--- src/rchh_params.svh ---
// Purpose: Constants for the reconfiguration handshake block
// Assumes: 100 MHz clock
// Notes:   Included by the controller module only
`ifndef RCHH_PARAMS_SVH
`define RCHH_PARAMS_SVH
// ==========================================================
// Timing
`define RCHH_CLK_PERIOD_NS   10
`define RCHH_PWRUP_LOW_CYC   1
`define RCHH_ERR_CYC         2
`define RCHH_OC_CYC_DEF      64
`define RCHH_XFER_CYC_DEF    8
`define RCHH_WORD_CYC_DEF    4
`define RCHH_IMG_WORDS_DEF   16
`endif

--- src/rchh_pkg.sv ---
// Purpose: Types for the reconfiguration handshake block
// Assumes: Nothing
// Notes:   State and mode enumerations
`default_nettype none
package rchh_pkg;
  // ==========================================================
  // Types
  typedef enum logic [1:0] {
    RCHH_MODE_ANALOG,
    RCHH_MODE_TXDIV,
    RCHH_MODE_IMAGE,
    RCHH_MODE_OTHER
  } rchh_mode_e;

  typedef enum logic [2:0] {
    RCHH_ST_PWRUP,
    RCHH_ST_OFFSET,
    RCHH_ST_IDLE,
    RCHH_ST_READ,
    RCHH_ST_WRITE,
    RCHH_ST_IMAGE,
    RCHH_ST_ERROR
  } rchh_state_e;
endpackage
`default_nettype wire

--- src/rchh_counter.sv ---
// Purpose: Down counter that times each busy phase
// Assumes: Load and run come from the controller on the same clock
// Notes:   Done is registered
`default_nettype none
module rchh_counter #(
  parameter int WIDTH = 16
) (
  input  wire logic             clock,
  input  wire logic             sys_rst,
  input  wire logic             clkEn,
  input  wire logic             load,
  input  wire logic [WIDTH-1:0] loadVal,
  output var  logic             done
);
  logic [WIDTH-1:0] count_r;

  // ==========================================================
  // Counter
  always_ff @(posedge clock) begin
    if (sys_rst) begin
      count_r <= '0;
      done    <= 1'b0;
    end else if (clkEn) begin
      if (load) begin
        count_r <= loadVal;
        done    <= 1'b0;
      end else if (count_r != '0) begin
        count_r <= count_r - 1'b1;
        done    <= (count_r == {{(WIDTH-1){1'b0}}, 1'b1});
      end else begin
        done    <= 1'b0;
      end
    end
  end
endmodule
`default_nettype wire

--- src/rchh_ctrl.sv ---
// Purpose: Busy, read strobe, read-data qualify and error handshake
// Assumes: User strobes come from logic on the same clock
// Notes:   Channel work is timed by one counter standing in for the link
`default_nettype none
`include "rchh_params.svh"

// Summary of operation
// Busy is low for the first clock after reset, then high during offset cancellation.
// Busy falls only when offset cancellation has finished on all receivers.
// In analog control mode busy is high for each whole read or write.
// In other modes busy is high while the settings image is written.
// User logic pulses read for one clock to start a read.
// Reads are honoured only in analog control and transmit divide modes.
// The read qualifier is high while read-back data are valid.
// The read qualifier exists only when a read-back port is enabled; the port is always present here, tied low when READBACK_EN is 0.
// An unsupported request drops busy and holds error high two clocks.
// User logic pulses write for one clock to start a write.
// Continuous write sends the whole image on one pulse, else one word per pulse.
// User logic issues no strobe while busy is high.
module rchh_ctrl
  import rchh_pkg::*;
#(
  parameter int  CW          = 16,
  parameter int  DW          = 8,
  parameter int  OC_CYC      = `RCHH_OC_CYC_DEF,
  parameter int  XFER_CYC    = `RCHH_XFER_CYC_DEF,
  parameter int  WORD_CYC    = `RCHH_WORD_CYC_DEF,
  parameter int  IMG_WORDS   = `RCHH_IMG_WORDS_DEF,
  parameter bit  READBACK_EN = 1'b1,
  parameter bit  CONT_WRITE  = 1'b1
) (
  input  wire logic          clock,
  input  wire logic          sys_rst,
  input  wire logic          clkEn,
  input  wire rchh_mode_e    reconfigMode,
  input  wire logic          readStrobe,
  input  wire logic          writeStrobe,
  input  wire logic [DW-1:0] writeData,
  input  wire logic [DW-1:0] channelReadData,
  output var  logic          busy,
  output var  logic          readResultQualifier,
  output var  logic [DW-1:0] readData,
  output var  logic [DW-1:0] channelWriteData,
  output var  logic          error
);
  localparam int ERR_CYC = `RCHH_ERR_CYC;
  localparam int IMG_CYC = CONT_WRITE ? IMG_WORDS * WORD_CYC : WORD_CYC;

  rchh_state_e   state_r;
  rchh_state_e   state_nxt;
  logic          load;
  logic [CW-1:0] loadVal;
  logic          done;
  logic [1:0]    errCnt_r;

  // ==========================================================
  // Decoding
  function automatic logic readAllowed(input rchh_mode_e m);
    return (m == RCHH_MODE_ANALOG) || (m == RCHH_MODE_TXDIV);
  endfunction

  // Offset cancellation and every channel phase count as busy; power-up and error do not
  function automatic logic isBusyState(input rchh_state_e s);
    case (s)
      RCHH_ST_OFFSET,
      RCHH_ST_READ,
      RCHH_ST_WRITE,
      RCHH_ST_IMAGE: return 1'b1;
      default:       return 1'b0;
    endcase
  endfunction

  // ==========================================================
  // Phase timer
  rchh_counter #(.WIDTH(CW)) timer (
    .clock   (clock),
    .sys_rst (sys_rst),
    .clkEn   (clkEn),
    .load    (load),
    .loadVal (loadVal),
    .done    (done)
  );

  // ==========================================================
  // Next state
  always_comb begin
    state_nxt = state_r;
    load      = 1'b0;
    loadVal   = '0;
    case (state_r)
      RCHH_ST_PWRUP: begin
        state_nxt = RCHH_ST_OFFSET;
        load      = 1'b1;
        loadVal   = CW'(OC_CYC);
      end
      RCHH_ST_OFFSET: begin
        if (done) begin
          state_nxt = RCHH_ST_IDLE;
        end
      end
      RCHH_ST_IDLE: begin
        // Strobes during busy never reach here, so none are queued
        if (readStrobe) begin
          if (readAllowed(reconfigMode)) begin
            state_nxt = RCHH_ST_READ;
            load      = 1'b1;
            loadVal   = CW'(XFER_CYC);
          end else begin
            state_nxt = RCHH_ST_ERROR;
          end
        end else if (writeStrobe) begin
          if (reconfigMode == RCHH_MODE_ANALOG) begin
            state_nxt = RCHH_ST_WRITE;
            load      = 1'b1;
            loadVal   = CW'(XFER_CYC);
          end else if (reconfigMode == RCHH_MODE_IMAGE) begin
            state_nxt = RCHH_ST_IMAGE;
            load      = 1'b1;
            loadVal   = CW'(IMG_CYC);
          end else begin
            state_nxt = RCHH_ST_ERROR;
          end
        end
      end
      RCHH_ST_READ,
      RCHH_ST_WRITE,
      RCHH_ST_IMAGE: begin
        if (done) begin
          state_nxt = RCHH_ST_IDLE;
        end
      end
      RCHH_ST_ERROR: begin
        if (errCnt_r == 2'(ERR_CYC - 1)) begin
          state_nxt = RCHH_ST_IDLE;
        end
      end
      default: begin
        state_nxt = RCHH_ST_IDLE;
      end
    endcase
  end

  // ==========================================================
  // State
  always_ff @(posedge clock) begin
    if (sys_rst) begin
      state_r <= RCHH_ST_PWRUP;
    end else if (clkEn) begin
      state_r <= state_nxt;
    end
  end

  // ==========================================================
  // Error hold
  always_ff @(posedge clock) begin
    if (sys_rst) begin
      errCnt_r <= 2'h0;
    end else if (clkEn) begin
      if (state_r == RCHH_ST_ERROR) begin
        errCnt_r <= errCnt_r + 2'h1;
      end else begin
        errCnt_r <= 2'h0;
      end
    end
  end

  // ==========================================================
  // Busy and error, both registered from the next state
  always_ff @(posedge clock) begin
    if (sys_rst) begin
      busy  <= 1'b0;
      error <= 1'b0;
    end else if (clkEn) begin
      // Taken from the next state so busy moves with the state,
      // with no extra cycle of lag behind the strobe
      busy  <= isBusyState(state_nxt);
      error <= (state_nxt == RCHH_ST_ERROR);
    end
  end

  // ==========================================================
  // Read-back qualifier
  // Held until the next request, accepted or refused, so slow user logic can
  // still take the word after busy has fallen.
  // Tied low when no read-back port is built.
  always_ff @(posedge clock) begin
    if (sys_rst) begin
      readResultQualifier <= 1'b0;
    end else if (clkEn) begin
      if (state_r == RCHH_ST_READ && done) begin
        readResultQualifier <= READBACK_EN;
      end else if (state_nxt != RCHH_ST_IDLE && state_nxt != state_r) begin
        readResultQualifier <= 1'b0;
      end
    end
  end

  // ==========================================================
  // Read-back data
  // Moves only at read end, never under a high qualifier
  always_ff @(posedge clock) begin
    if (sys_rst) begin
      readData <= '0;
    end else if (clkEn && state_r == RCHH_ST_READ && done) begin
      readData <= channelReadData;
    end
  end

  // ==========================================================
  // Write word
  // Captured on any write strobe in idle; a refused write starts
  // no transfer, so the channel never acts on that word
  always_ff @(posedge clock) begin
    if (sys_rst) begin
      channelWriteData <= '0;
    end else if (clkEn && state_r == RCHH_ST_IDLE && writeStrobe) begin
      channelWriteData <= writeData;
    end
  end
endmodule
`default_nettype wire

--- config.mk ---
export PLATFORM = sky130hd
export DESIGN_NAME = rchh_ctrl
export DESIGN_NICKNAME = d
export VERILOG_FILES = /design/src/rchh_pkg.sv /design/src/rchh_counter.sv /design/src/rchh_ctrl.sv
export VERILOG_INCLUDE_DIRS = /design/src
export SDC_FILE = /design/constraint.sdc
export NUM_CORES = 1
export LEC_CHECK = 0
export BUFFER_PORTS_ARGS = -buffer_cell sky130_fd_sc_hd__buf_4
export CORE_ASPECT_RATIO = 1.1
export CORE_UTILIZATION = 50
export DETAILED_ROUTE_END_ITERATION = 7
export GPL_TIMING_DRIVEN = 0
export PLACE_DENSITY = 0.76
export SYNTH_ARGS = -nofsm -noshare
export SYNTH_HDL_FRONTEND = slang
export SYNTH_HIERARCHICAL = 1
export SYNTH_SLANG_ARGS = --single-unit
--- constraint.sdc ---
create_clock -name clock -period 2.2 [get_ports clock]
set_input_delay 0.11 -clock clock [delete_from_list [all_inputs] [get_ports clock]]
set_output_delay 0.11 -clock clock [all_outputs]
set_load 0.02 [all_outputs]
==> implementation parameters, run 1 <==
Parameter                              Value

STA
  Shortest period the worst path allows ... approximately 2.2 ns
  Final hold violation count ... 0
  Least setup slack across all paths after layout ... -0.008850 ns
  Setup repair after global routing missed its margin ... true
  Pins Over Slew Limit ... 0
  Final setup violation count ... 1
  Post-Route Skew ... 0.008400 ns
  Fmax achieved ... ~0.45 GHz
  Max-slew headroom ... a little over half
  Final sum of negative setup slack ... -0.008850 ns
  Transition time at the pin with the least slew margin ... roughly 0.7 ns
  Ratio of final minimum period to clock period ... 100.4%

Flow run
  Max capacitance violation total ... 0

Global route
  Antenna violations before repair ... 0
  Number of global-route vias before repair ... 2012
  Residual overflow from global routing ... 0
  Largest net degree at the start of global routing ... 15
  Global-route wire length before repair ... a little over 9000 um
  Global-route total usage across every layer ... around a quarter

Floorplanning
  Core area ... around 0.0043 sq mm
  Count of pins on the block boundary ... between 40 and 50
  Die area ... slightly below 0.005 sq mm
  Die outline width ... approximately 66 um
  Row count ... 25
  DIE HEIGHT ... about 73 um
  Initial Util ... 52.58%

Worst setup path
  Critical path's most frequent cell ... sky130_fd_sc_hd__buf_6
  Launching point of the worst reg2reg path ... timer/count_r[0]
  Stage delay of the slowest cell on the critical path ... ~0.4 ns
  CP max stage cell ... sky130_fd_sc_hd__or3b_4
  Data required, critical path ... ~2.4 ns
  Reg2Reg Setup Slack ... -0.009 ns
  Endpoint type of the worst setup path ... register
  Ordered list of cells on the worst path ... inv_4, ha_4, or3b_4, or3_1, buf_6, o21ai_4, buf_6, buf_16, nand2_4, a31oi_4
  Sort of element at the start of the critical path ... register
  Number of buffers and inverters on the critical path ... 4
  Worst Setup Path Type ... reg2reg
  Cells on worst reg2reg path ... 10
  Largest delay contributor family on the critical path ... simple AND/OR/NAND/NOR gates
  Arrival time of data at the critical path endpoint ... approximately 2.4 ns
  Reg2reg end ... timer/count_r[0]
  Largest fanout of any net on the critical path ... 7

Cells and area
  Final std cells w/o fill ... roughly 400
  Most common cell after layout, fill and taps aside ... sky130_fd_sc_hd__buf_4
  Syn-to-layout area delta ... 33.39%
  Final core occ ... a little over two thirds
  Final cell area excluding filler cells ... a little over 0.003 sq mm
  Nets@finish ... 380
  Proportion of layout cells with a drive suffix above 1 ... around 30%
  Count of antenna diodes in the layout ... 0
  Most frequent cells in the layout ... sky130_fd_sc_hd__buf_4 (53), sky130_fd_sc_hd__dfxtp_1 (38), sky130_fd_sc_hd__nor2_1 (36)

Detailed routing
  First-iteration detailed-routing DRC count ... between 150 and 200
  ANT nets after route ... 0
  Pre-Repair DR Iteration Count ... 4
  Wire length the detailed router placed on met1 ... roughly 2500 um
  Number of vias per cell ... approximately 5.6
  Average wire per standard cell ... about 15 um
  Aggregate routed wire length ... approximately 6100 um
  Top layer used by detailed routing ... met4
  Total via count after detailed routing ... between 2000 and 2500
  Drt drc ... 0
  DR WL met2 ... approximately 3200 um
  Routed met3 length ... 358 um

Clocking
  Clock-pin slew of the registers on the worst-case setup and hold paths ... 0.09 ns
  Number of buffers on the longest clock path ... 2
  Htree depth ... 2
  CTS Hold Buffers Added ... 0
  Clock latency on the worst-skew pair ... approximately 0.30 ns
  TritonCTS clock tree ... yes
  Number of buffers created by CTS ... 5
  Clk sink count ... between 40 and 50
  Master cell of the clock root buffer ... sky130_fd_sc_hd__clkbuf_8

Min path
  HP Class ... in2reg
  Number of cells traversed by the worst hold path ... 3
  Startpoint of the tightest hold check path ... channelReadData[1]
  Destination of the worst hold path ... readData[1]

Power and ir drop
  Power per cell area ... roughly 670 mW/mm^2
  Portion of total power attributed to sequential cells ... between 40% and 50%
  Net Switching ... 652.1 uW
  Proportion of power drawn by combinational gates ... 28.7%
  Max rail drop VDD ... around 0.47 mV
  Clock share of power ... 30.8%
  P_int ... ~1.4 mW
  Proportion of total power due to net switching ... approximately a third
  Leakage power total ... between 1 and 1.5 nW

Placed design
  Port-buffer cells ... 40
  Standard cell area after detailed placement ... about 0.0027 sq mm
  Post-Place Worst Slack ... -0.1968 ns
  Placed Cells ... slightly below 400
  Dpl hpwl ... roughly 4100 um
  Final Wtd Congestion ... around 0.83

Yosys
  Yosys top cell by area ... sky130_fd_sc_hd__dfxtp_1
  Number of library cell types mapped by synthesis ... slightly below 60
  Number of standard cells after synthesis ... ~280
  Async set or reset register ratio after synthesis ... 0%
  Most area-consuming cells after synthesis ... sky130_fd_sc_hd__dfxtp_1 (36%), sky130_fd_sc_hd__mux2i_1 (7.0%), sky130_fd_sc_hd__nor2_1 (5.9%), sky130_fd_sc_hd__nand2_1 (5.7%), sky130_fd_sc_hd__a21oi_1 (3.9%)
  Per-instance average area after synthesis ... ~8.1 sq um
  Number of warning messages in the yosys log ... 6
  Number of synthesized flops with an enable pin ... 0
  Post-synth top area share ... a little over a third
  Most common flop cell mapped by yosys ... sky130_fd_sc_hd__dfxtp_1
  Register bit count reported by yosys ... just over 40
  Portion of the post-synthesis area used by sequential elements ... a little over a third
  Synth Cell Area ... approximately 0.0023 sq mm

Outcome
  Violated checks ... setup timing
  Outcome ... finished, violations left
## metrics by stage
step | total power, mW | hold slack, ns
after detailed placement | 1.307 | 0.3525
final | 2.038 | 0.03810
after global routing | 2.135 | 0.03095
after global placement | 1.302 | 0.3453
after floorplan | 1.179 | 0.2539
after CTS | 1.965 | 0.03269
## synth_stat cells, drive strengths merged, types with 2 or more instances
cell	n
clkbuf	13
dfxtp	41
nor2b	5
a21o	2
nor3	8
nor3b	5
nand2b	4
inv	9
nand4	2
o21a	3
buf	8
nand3	6
nand2	35
or3	2
and3	2
o21ai	19
o31ai	4
o41ai	3
nor2	36
ha	3
mux2	2
a21oi	24
or4	3
nor4	4
mux2i	16
a31oi	2
o311ai	2
## cell type report
class	instances	area [sq um]
Fill cell	341	1299
Clock inverter	3	46.29
Inverter	9	36.28
Tap cell	54	67.56
Timing Repair Buffer	54	445.4
Sequential cell	41	827.0
Buffer	18	105.1
Multi-Input combinational cell	225	1453
Clock buffer	5	68.82
## power groups by stage
stage               Combinational [mW]  Clock (mW)  Sequential, mW
floorplan                        0.351           0           0.828
global placement                 0.467           0           0.835
detailed placement               0.470           0           0.836
CTS                              0.505       0.640           0.820
global route                     0.633       0.671           0.831
finish                           0.584       0.628           0.826
## flip-flops by register name (all words and copies together) (netlist names)
| register | cells |
|---|---|
| readData | 8 |
| timer/count_r | 16 |
| state_r | 3 |
| errCnt_r | 2 |
| busy | 1 |
| readResultQualifier | 1 |
| error | 1 |
| channelWriteData | 8 |
| timer/done | 1 |
## worst register-to-register path: cells and delay by family, from the launching register on
family                     cells  cell delay, ns
and+or+nand+nor                3            0.82
buffers and inverters          4            0.46
DFF                            1            0.37
adders and majority gates      1            0.14
AOI/OAI and AO/OA              2            0.33
## logic make-up after synthesis
family / count (synthesis) / share of synthesized area [%]
flops: 41 / 35.91
other cells: 1 / 0.1640
compound gates: 74 / 23.04
simple gates: 116 / 24.79
mux: 18 / 8.155
fa+ha+maj: 3 / 1.642
buf+inv: 30 / 6.294
## worst max path at each step
stage | slack [ns] | from | cells past startpoint | to
final | -0.009 | timer/count_r[0] | 10 | timer/count_r[0]
after global routing | -0.07 | timer/count_r[0] | 10 | timer/count_r[0]
after CTS | 0.01 | timer/count_r[0] | 9 | timer/count_r[11]
after detailed placement | -0.20 | readStrobe | 9 | timer/count_r[11]
after global placement | -0.22 | state_r[2] | 9 | timer/count_r[11]
after floorplan | 0.003 | timer/count_r[0] | 10 | timer/count_r[11]
## metal layers
metal  vias up  GRT usage [%]
li1       1138              -
met1      1078          30.34
met2        74          43.42
met3        13          5.156
met4         0          9.693
met5         -              0
## timing repair
item	CTS	global route
setup buffers	3	10
pin swaps	1	23
gates cloned	1	0
endpoints found under the setup margin	16	15
resized for setup	9	21
No activity file was read; power rests on OpenSTA's default activity.
==> run 2: changes to the inputs <==
CORE_UTILIZATION = 52   (was 50)
CTS_BUF_LIST = sky130_fd_sc_hd__clkbuf_8   (was unset)
PLACE_DENSITY = 0.78   (was 0.76)
==> run 2 against run 1 <==
  * The run now ends clean
  * First-iteration DRC count down 37%
  * Clock skew down 0.0047 ns
  * Design area down 2.6%
  * Non-clock buffer count down 3
  * Power down 0.99%
  * Maximum frequency up 4.2%
  * Global-route usage up 0.69 points
  * Clock power up 1%
  * Critical path depth unchanged
  * Wire length down 3.7%
  * Critical endpoint is now timer/count_r[7]
==> implementation parameters, run 2 (synthesized netlist as in run 1, its figures left out) <==
Parameter                              Value

STA
  Fmax achieved ... about 0.47 GHz
  Final setup violation count ... 0
  Ratio of final minimum period to clock period ... between 90% and 100%
  Shortest period the worst path allows ... between 2 and 2.5 ns
  Max-slew headroom ... 47.75%
  Final hold violation count ... 0
  Least setup slack across all paths after layout ... between 0.08 and 0.09 ns
  Transition time at the pin with the least slew margin ... 0.7766 ns
  Pins Over Slew Limit ... 0
  Post-Route Skew ... between 0.003 and 0.004 ns

Global route
  Global-route wire length before repair ... 9522 um
  Largest net degree at the start of global routing ... 14
  Antenna violations before repair ... 0
  Global-route total usage across every layer ... between 20% and 30%
  Residual overflow from global routing ... 0
  Number of global-route vias before repair ... 2095

Floorplanning
  Initial Util ... 55.97%
  Row count ... 24
  Die outline width ... 65.22 um
  DIE HEIGHT ... 71.54 um
  Die area ... ~0.0047 sq mm
  Count of pins on the block boundary ... 42
  Core area ... about 0.004 sq mm

Detailed routing
  Pre-Repair DR Iteration Count ... 4
  Wire length the detailed router placed on met1 ... 2457 um
  Routed met3 length ... 303 um
  Aggregate routed wire length ... ~5900 um
  Average wire per standard cell ... around 15 um
  ANT nets after route ... 0
  Total via count after detailed routing ... around 2300
  Number of vias per cell ... about 5.6
  First-iteration detailed-routing DRC count ... about 120
  Top layer used by detailed routing ... met4
  DR WL met2 ... roughly 3000 um
  Drt drc ... 0

Worst setup path
  Ordered list of cells on the worst path ... inv_2, ha_4, or3b_4, or3_4, buf_6, o21ai_4, buf_12, buf_4, o21ai_0, a21oi_1
  Largest fanout of any net on the critical path ... 6
  CP max stage cell ... sky130_fd_sc_hd__or3b_4
  Worst Setup Path Type ... reg2reg
  Reg2Reg Setup Slack ... 0.08 ns
  Data required, critical path ... about 2.4 ns
  Stage delay of the slowest cell on the critical path ... between 0.3 and 0.4 ns
  Arrival time of data at the critical path endpoint ... 2.34 ns
  Endpoint type of the worst setup path ... register
  Largest delay contributor family on the critical path ... simple AND/OR/NAND/NOR gates
  Sort of element at the start of the critical path ... register
  Number of buffers and inverters on the critical path ... 4

Placed design
  Dpl hpwl ... around 4000 um
  Final Wtd Congestion ... 0.8600
  Port-buffer cells ... 40
  Post-Place Worst Slack ... -0.2050 ns
  Placed Cells ... 388

Power and ir drop
  Net Switching ... about 610 uW
  Portion of total power attributed to sequential cells ... between 40% and 50%
  Max rail drop VDD ... 0.4874 mV
  Proportion of power drawn by combinational gates ... 27.7%
  Power per cell area ... slightly below 700 mW/mm^2
  Clock share of power ... between 30% and 40%
  Proportion of total power due to net switching ... between 30% and 40%
  Leakage power total ... 1.270 nW
  P_int ... around 1.4 mW

Cells and area
  Flip-flop count of the largest register, all copies and words added ... 16
  Count of antenna diodes in the layout ... 0
  Nets@finish ... 377
  Registers with the most flip-flops ... timer/count_r (16), channelWriteData (8), readData (8)
  Syn-to-layout area delta ... 29.94%
  Most common cell after layout, fill and taps aside ... sky130_fd_sc_hd__buf_4
  Proportion of layout cells with a drive suffix above 1 ... 27.56%
  Final std cells w/o fill ... just over 400
  Register with the highest flop count ... timer/count_r
  Most frequent cells in the layout ... sky130_fd_sc_hd__buf_4 (51), sky130_fd_sc_hd__dfxtp_1 (37), sky130_fd_sc_hd__nor2_1 (36)

Clocking
  TritonCTS clock tree ... yes
  Clock latency on the worst-skew pair ... slightly below 0.3 ns
  CTS Hold Buffers Added ... 0
  Htree depth ... 2
  Master cell of the clock root buffer ... sky130_fd_sc_hd__clkbuf_8
  Number of buffers created by CTS ... 5
  Clock-pin slew of the registers on the worst-case setup and hold paths ... around 0.08 ns
  Number of buffers on the longest clock path ... 2
  Clk sink count ... between 40 and 50

Min path
  HP Class ... in2reg

Outcome
  Outcome ... complete, no violations

Flow run
  Max capacitance violation total ... 0
-- run 2: final timing paths --
path,cells after the start,to,from
max,10,timer/count_r[7],timer/count_r[0]
max reg2reg,10,timer/count_r[7],timer/count_r[0]
min,3,channelWriteData[5],writeData[5]
min reg2reg,2,errCnt_r[1],errCnt_r[1]
-- run 2: power by group through the flow --
stage	registers (mW)	logic, mW	clock network (mW)
6_report	0.822	0.559	0.636
5_1_grt	0.828	0.609	0.668
4_1_cts	0.819	0.508	0.648
3_5_place_dp	0.835	0.468	0
3_3_place_gp	0.835	0.463	0
2_1_floorplan	0.828	0.351	0
-- run 2: what timing repair did --
item	in CTS	in global routing
pin swaps	2	6
endpoints found under the setup margin	16	15
gates resized for setup	4	10
cloned	1	0
setup buffers	4	5
-- run 2: cell type report --
cell class,count,area (sq um)
Clock buffer,6,82.58
Inverter,9,33.78
Multi-Input combinational cell,225,1398
Tap cell,52,65.06
Clock inverter,2,37.54
Buffer,19,110.1
Timing Repair Buffer,50,412.9
Fill cell,326,1114
Sequential cell,41,830.8
-- run 2: worst register-to-register path: stages (launching register included) --
cell and delay [ns]:
sky130_fd_sc_hd__dfxtp_4 0.36, sky130_fd_sc_hd__inv_2 0.07, sky130_fd_sc_hd__ha_4 0.13, sky130_fd_sc_hd__or3b_4 0.38, sky130_fd_sc_hd__or3_4 0.33, sky130_fd_sc_hd__buf_6 0.14, sky130_fd_sc_hd__o21ai_4 0.17, sky130_fd_sc_hd__buf_12 0.13
sky130_fd_sc_hd__buf_4 0.11, sky130_fd_sc_hd__o21ai_0 0.08, sky130_fd_sc_hd__a21oi_1 0.14
-- run 2: metrics by stage --
step / total power [mW] / setup TNS, ns / area, sq um / hold WS, ns / utilization, %
final: 2.018 / 0 / 2970 / 0.05110 / 72.73
after CTS: 1.975 / 0 / 2910 / 0.04482 / 71.26
after detailed placement: 1.304 / -2.597 / 2714 / 0.3484 / 66.45
after floorplan: 1.179 / 0 / 2349 / 0.2539 / -
after global placement: 1.298 / -2.204 / 2714 / 0.3417 / 66.45
after global routing: 2.105 / -0.06750 / 2970 / 0.05231 / 72.73
-- run 2: metal layers --
| metal | GRT usage (%) | up-vias |
|---|---|---|
| met1 | 31.71 | 1052 |
| met2 | 45.36 | 75 |
| met5 | 0 | - |
| met4 | 7.729 | 0 |
| li1 | - | 1134 |
| met3 | 4.777 | 11 |
==> run 3: changes to the inputs <==
CELL_PAD_IN_SITES_DETAIL_PLACEMENT = 0   (was unset)
CELL_PAD_IN_SITES_GLOBAL_PLACEMENT = 1   (was unset)
CORE_UTILIZATION = 38   (was 52)
HOLD_SLACK_MARGIN = 0.12   (was unset)
PLACE_DENSITY = unset   (was 0.78)
PLACE_DENSITY_LB_ADDON = 0.1   (was unset)
==> run 3 against run 2 <==
  * Register-to-register slack improved by 0.03 ns
  * Clock skew is 0.0016 ns higher
  * Sequential share of layout area is 1.8 points lower
  * Highest routed layer unchanged
  * Combinational power shrank 0.7%
  * Clock power is 15% higher
  * Sequential power is 0.5% higher
  * Maximum frequency rose by 1.3%
  * Critical endpoint is now timer/count_r[15]
==> implementation parameters, run 3 (synthesized netlist as in run 1, its figures left out) <==
Parameter                              Value

Floorplanning
  Count of pins on the block boundary ... 42
  Die area ... 0.006330 sq mm
  Row count ... 29
  Initial Util ... between 30 and 40%
  Die outline width ... around 76 um
  Core area ... roughly 0.0058 sq mm
  DIE HEIGHT ... roughly 83 um

Worst setup path
  Worst Setup Path Type ... reg2reg
  Sort of element at the start of the critical path ... register
  Arrival time of data at the critical path endpoint ... between 2 and 2.5 ns
  Cells on worst reg2reg path ... 8
  Largest fanout of any net on the critical path ... 8
  Endpoint type of the worst setup path ... register
  Data required, critical path ... ~2.4 ns
  Reg2Reg Setup Slack ... 0.11 ns
  Launching point of the worst reg2reg path ... timer/count_r[0]
  Reg2reg end ... timer/count_r[15]

STA
  Final setup violation count ... 0
  Setup repair after global routing missed its margin ... true
  Transition time at the pin with the least slew margin ... ~0.73 ns
  Final hold violation count ... 0
  Least setup slack across all paths after layout ... around 0.11 ns
  Max-slew headroom ... approximately half
  Shortest period the worst path allows ... about 2.1 ns
  Post-Route Skew ... 0.005282 ns
  Ratio of final minimum period to clock period ... between 90% and 100%
  Final sum of negative setup slack ... 0 ns
  Fmax achieved ... roughly 0.48 GHz
  Pins Over Slew Limit ... 0

Placed design
  Post-Place Worst Slack ... -0.3011 ns
  Dpl hpwl ... about 4300 um
  Final Wtd Congestion ... 0.7725
  Placed Cells ... 413
  Port-buffer cells ... 40

Global route
  Global-route wire length before repair ... about 11000 um
  Number of global-route vias before repair ... ~2300
  Global-route total usage across every layer ... 20.90%
  Antenna violations before repair ... 0
  Residual overflow from global routing ... 0
  Largest net degree at the start of global routing ... 15

Clocking
  TritonCTS clock tree ... yes
  Number of buffers created by CTS ... 5
  Clk sink count ... just over 40
  Number of buffers on the longest clock path ... 2
  Master cell of the clock root buffer ... sky130_fd_sc_hd__clkbuf_8
  Htree depth ... 2
  Clock-pin slew of the registers on the worst-case setup and hold paths ... ~0.090 ns
  Clock latency on the worst-skew pair ... roughly 0.29 ns

Power and ir drop
  Power per cell area ... around 670 mW/mm^2
  Max rail drop VDD ... slightly above 0.3 mV
  Tot Pwr ... roughly 2.1 mW
  Leakage power total ... about 1.3 nW

Cells and area
  Nets@finish ... between 300 and 400
  Count of antenna diodes in the layout ... 0
  Flip-flop count of the largest register, all copies and words added ... 16
  Most frequent cells in the layout ... sky130_fd_sc_hd__buf_4 (46), sky130_fd_sc_hd__nor2_1 (36), sky130_fd_sc_hd__nand2_1 (35), sky130_fd_sc_hd__dfxtp_1 (35), sky130_fd_sc_hd__a21oi_1 (18)
  Final std cells w/o fill ... roughly 440
  Syn-to-layout area delta ... 39.08%
  Registers with the most flip-flops ... timer/count_r (16), channelWriteData (8), readData (8)
  Register with the highest flop count ... timer/count_r
  Fill cells ... between 500 and 600
  Most common cell after layout, fill and taps aside ... sky130_fd_sc_hd__buf_4
  Proportion of layout cells with a drive suffix above 1 ... a little over a quarter

Detailed routing
  Drt drc ... 0
  First-iteration detailed-routing DRC count ... 108
  Number of vias per cell ... roughly 5.1
  Average wire per standard cell ... 14.15 um
  Total via count after detailed routing ... roughly 2200
  ANT nets after route ... 0
  Aggregate routed wire length ... 6239 um
  Pre-Repair DR Iteration Count ... 4

Min path
  HP Class ... in2reg
  Destination of the worst hold path ... state_r[2]
  Number of cells traversed by the worst hold path ... 2
  Startpoint of the tightest hold check path ... sys_rst

Outcome
  Outcome ... complete, no violations

Flow run
  Max capacitance violation total ... 0
-- run 3: cell types whose count changed in the layout (fill, tap and decap cells not counted), moves of 2 or more --
cell / delta
sky130_fd_sc_hd__nor4_2: +2
sky130_fd_sc_hd__buf_6: +2
sky130_fd_sc_hd__clkbuf_2: -2
sky130_fd_sc_hd__dfxtp_2: +2
sky130_fd_sc_hd__dfxtp_1: -2
sky130_fd_sc_hd__nor4_1: -2
sky130_fd_sc_hd__buf_4: -5
sky130_fd_sc_hd__dlygate4sd3_1: +16
-- run 3: repair_timing --
action / in CTS / in global routing
hold endpoints to repair: 16 / 0
endpoints found under the setup margin: 16 / 16
pin swaps: 2 / 5
resized for setup: 6 / 20
gates cloned: 1 / 0
hold buffers: 16 / 0
buffers inserted: 4 / 2
-- run 3: worst max-delay path, cell delays in order (launching register included) --
cell and delay, ns:
sky130_fd_sc_hd__dfxtp_4 0.37, sky130_fd_sc_hd__inv_4 0.06, sky130_fd_sc_hd__ha_4 0.14, sky130_fd_sc_hd__or3b_4 0.39
sky130_fd_sc_hd__or3_4 0.41, sky130_fd_sc_hd__o21ai_4 0.19, sky130_fd_sc_hd__bufbuf_16 0.29, sky130_fd_sc_hd__o211ai_1 0.10
sky130_fd_sc_hd__o31ai_1 0.07
-- run 3: worst max-delay path by stage --
stage,slack [ns],depth (start not counted),from,to
4_1_cts,0.01,10,timer/count_r[0],timer/count_r[6]
6_report,0.11,8,timer/count_r[0],timer/count_r[15]
3_3_place_gp,-0.36,9,state_r[2],timer/count_r[11]
3_5_place_dp,-0.30,9,state_r[2],timer/count_r[11]
5_1_grt,-0.03,8,state_r[2],timer/count_r[11]
2_1_floorplan,0.003,10,timer/count_r[0],timer/count_r[11]
-- run 3: metrics by stage --
step                      hold slack (ns)  cell area, sq um  utilization, %
after floorplan                    0.2539              2349               -
after detailed placement           0.3493              2745           47.58
after global placement             0.3440              2745           47.58
final                              0.1561              3179           55.11
after global routing               0.1709              3179           55.11
after CTS                          0.1617              3132           54.28
-- run 3: cell type report --
type	instances	area, sq um	share of cell area [%]
well taps	77	96.34	3.030
multi-input cells	225	1410	44.35
inverters	9	36.28	1.141
flip-flops and latches	41	833.3	26.21
clock inverters	3	68.82	2.165
clock buffers	5	68.82	2.165
repair buffers	63	558.0	17.55
plain buffers	18	107.6	3.384
-- run 3: routing by layer --
| layer | track usage, % | vias up | wire [um] |
|---|---|---|---|
| met2 | 38.02 | 32 | 3207 |
| met4 | 6.993 | 0 | 29 |
| met1 | 24.32 | 1061 | 2856 |
| met5 | 0 | - | 0 |
| li1 | - | 1148 | - |
| met3 | 4.066 | 2 | 145 |
-- run 3: power breakdown --
group,internal [mW],total [mW],switching [mW]
Clock,0.457,0.733,0.276
Sequential,0.780,0.826,0.0457
Combinational,0.256,0.555,0.299
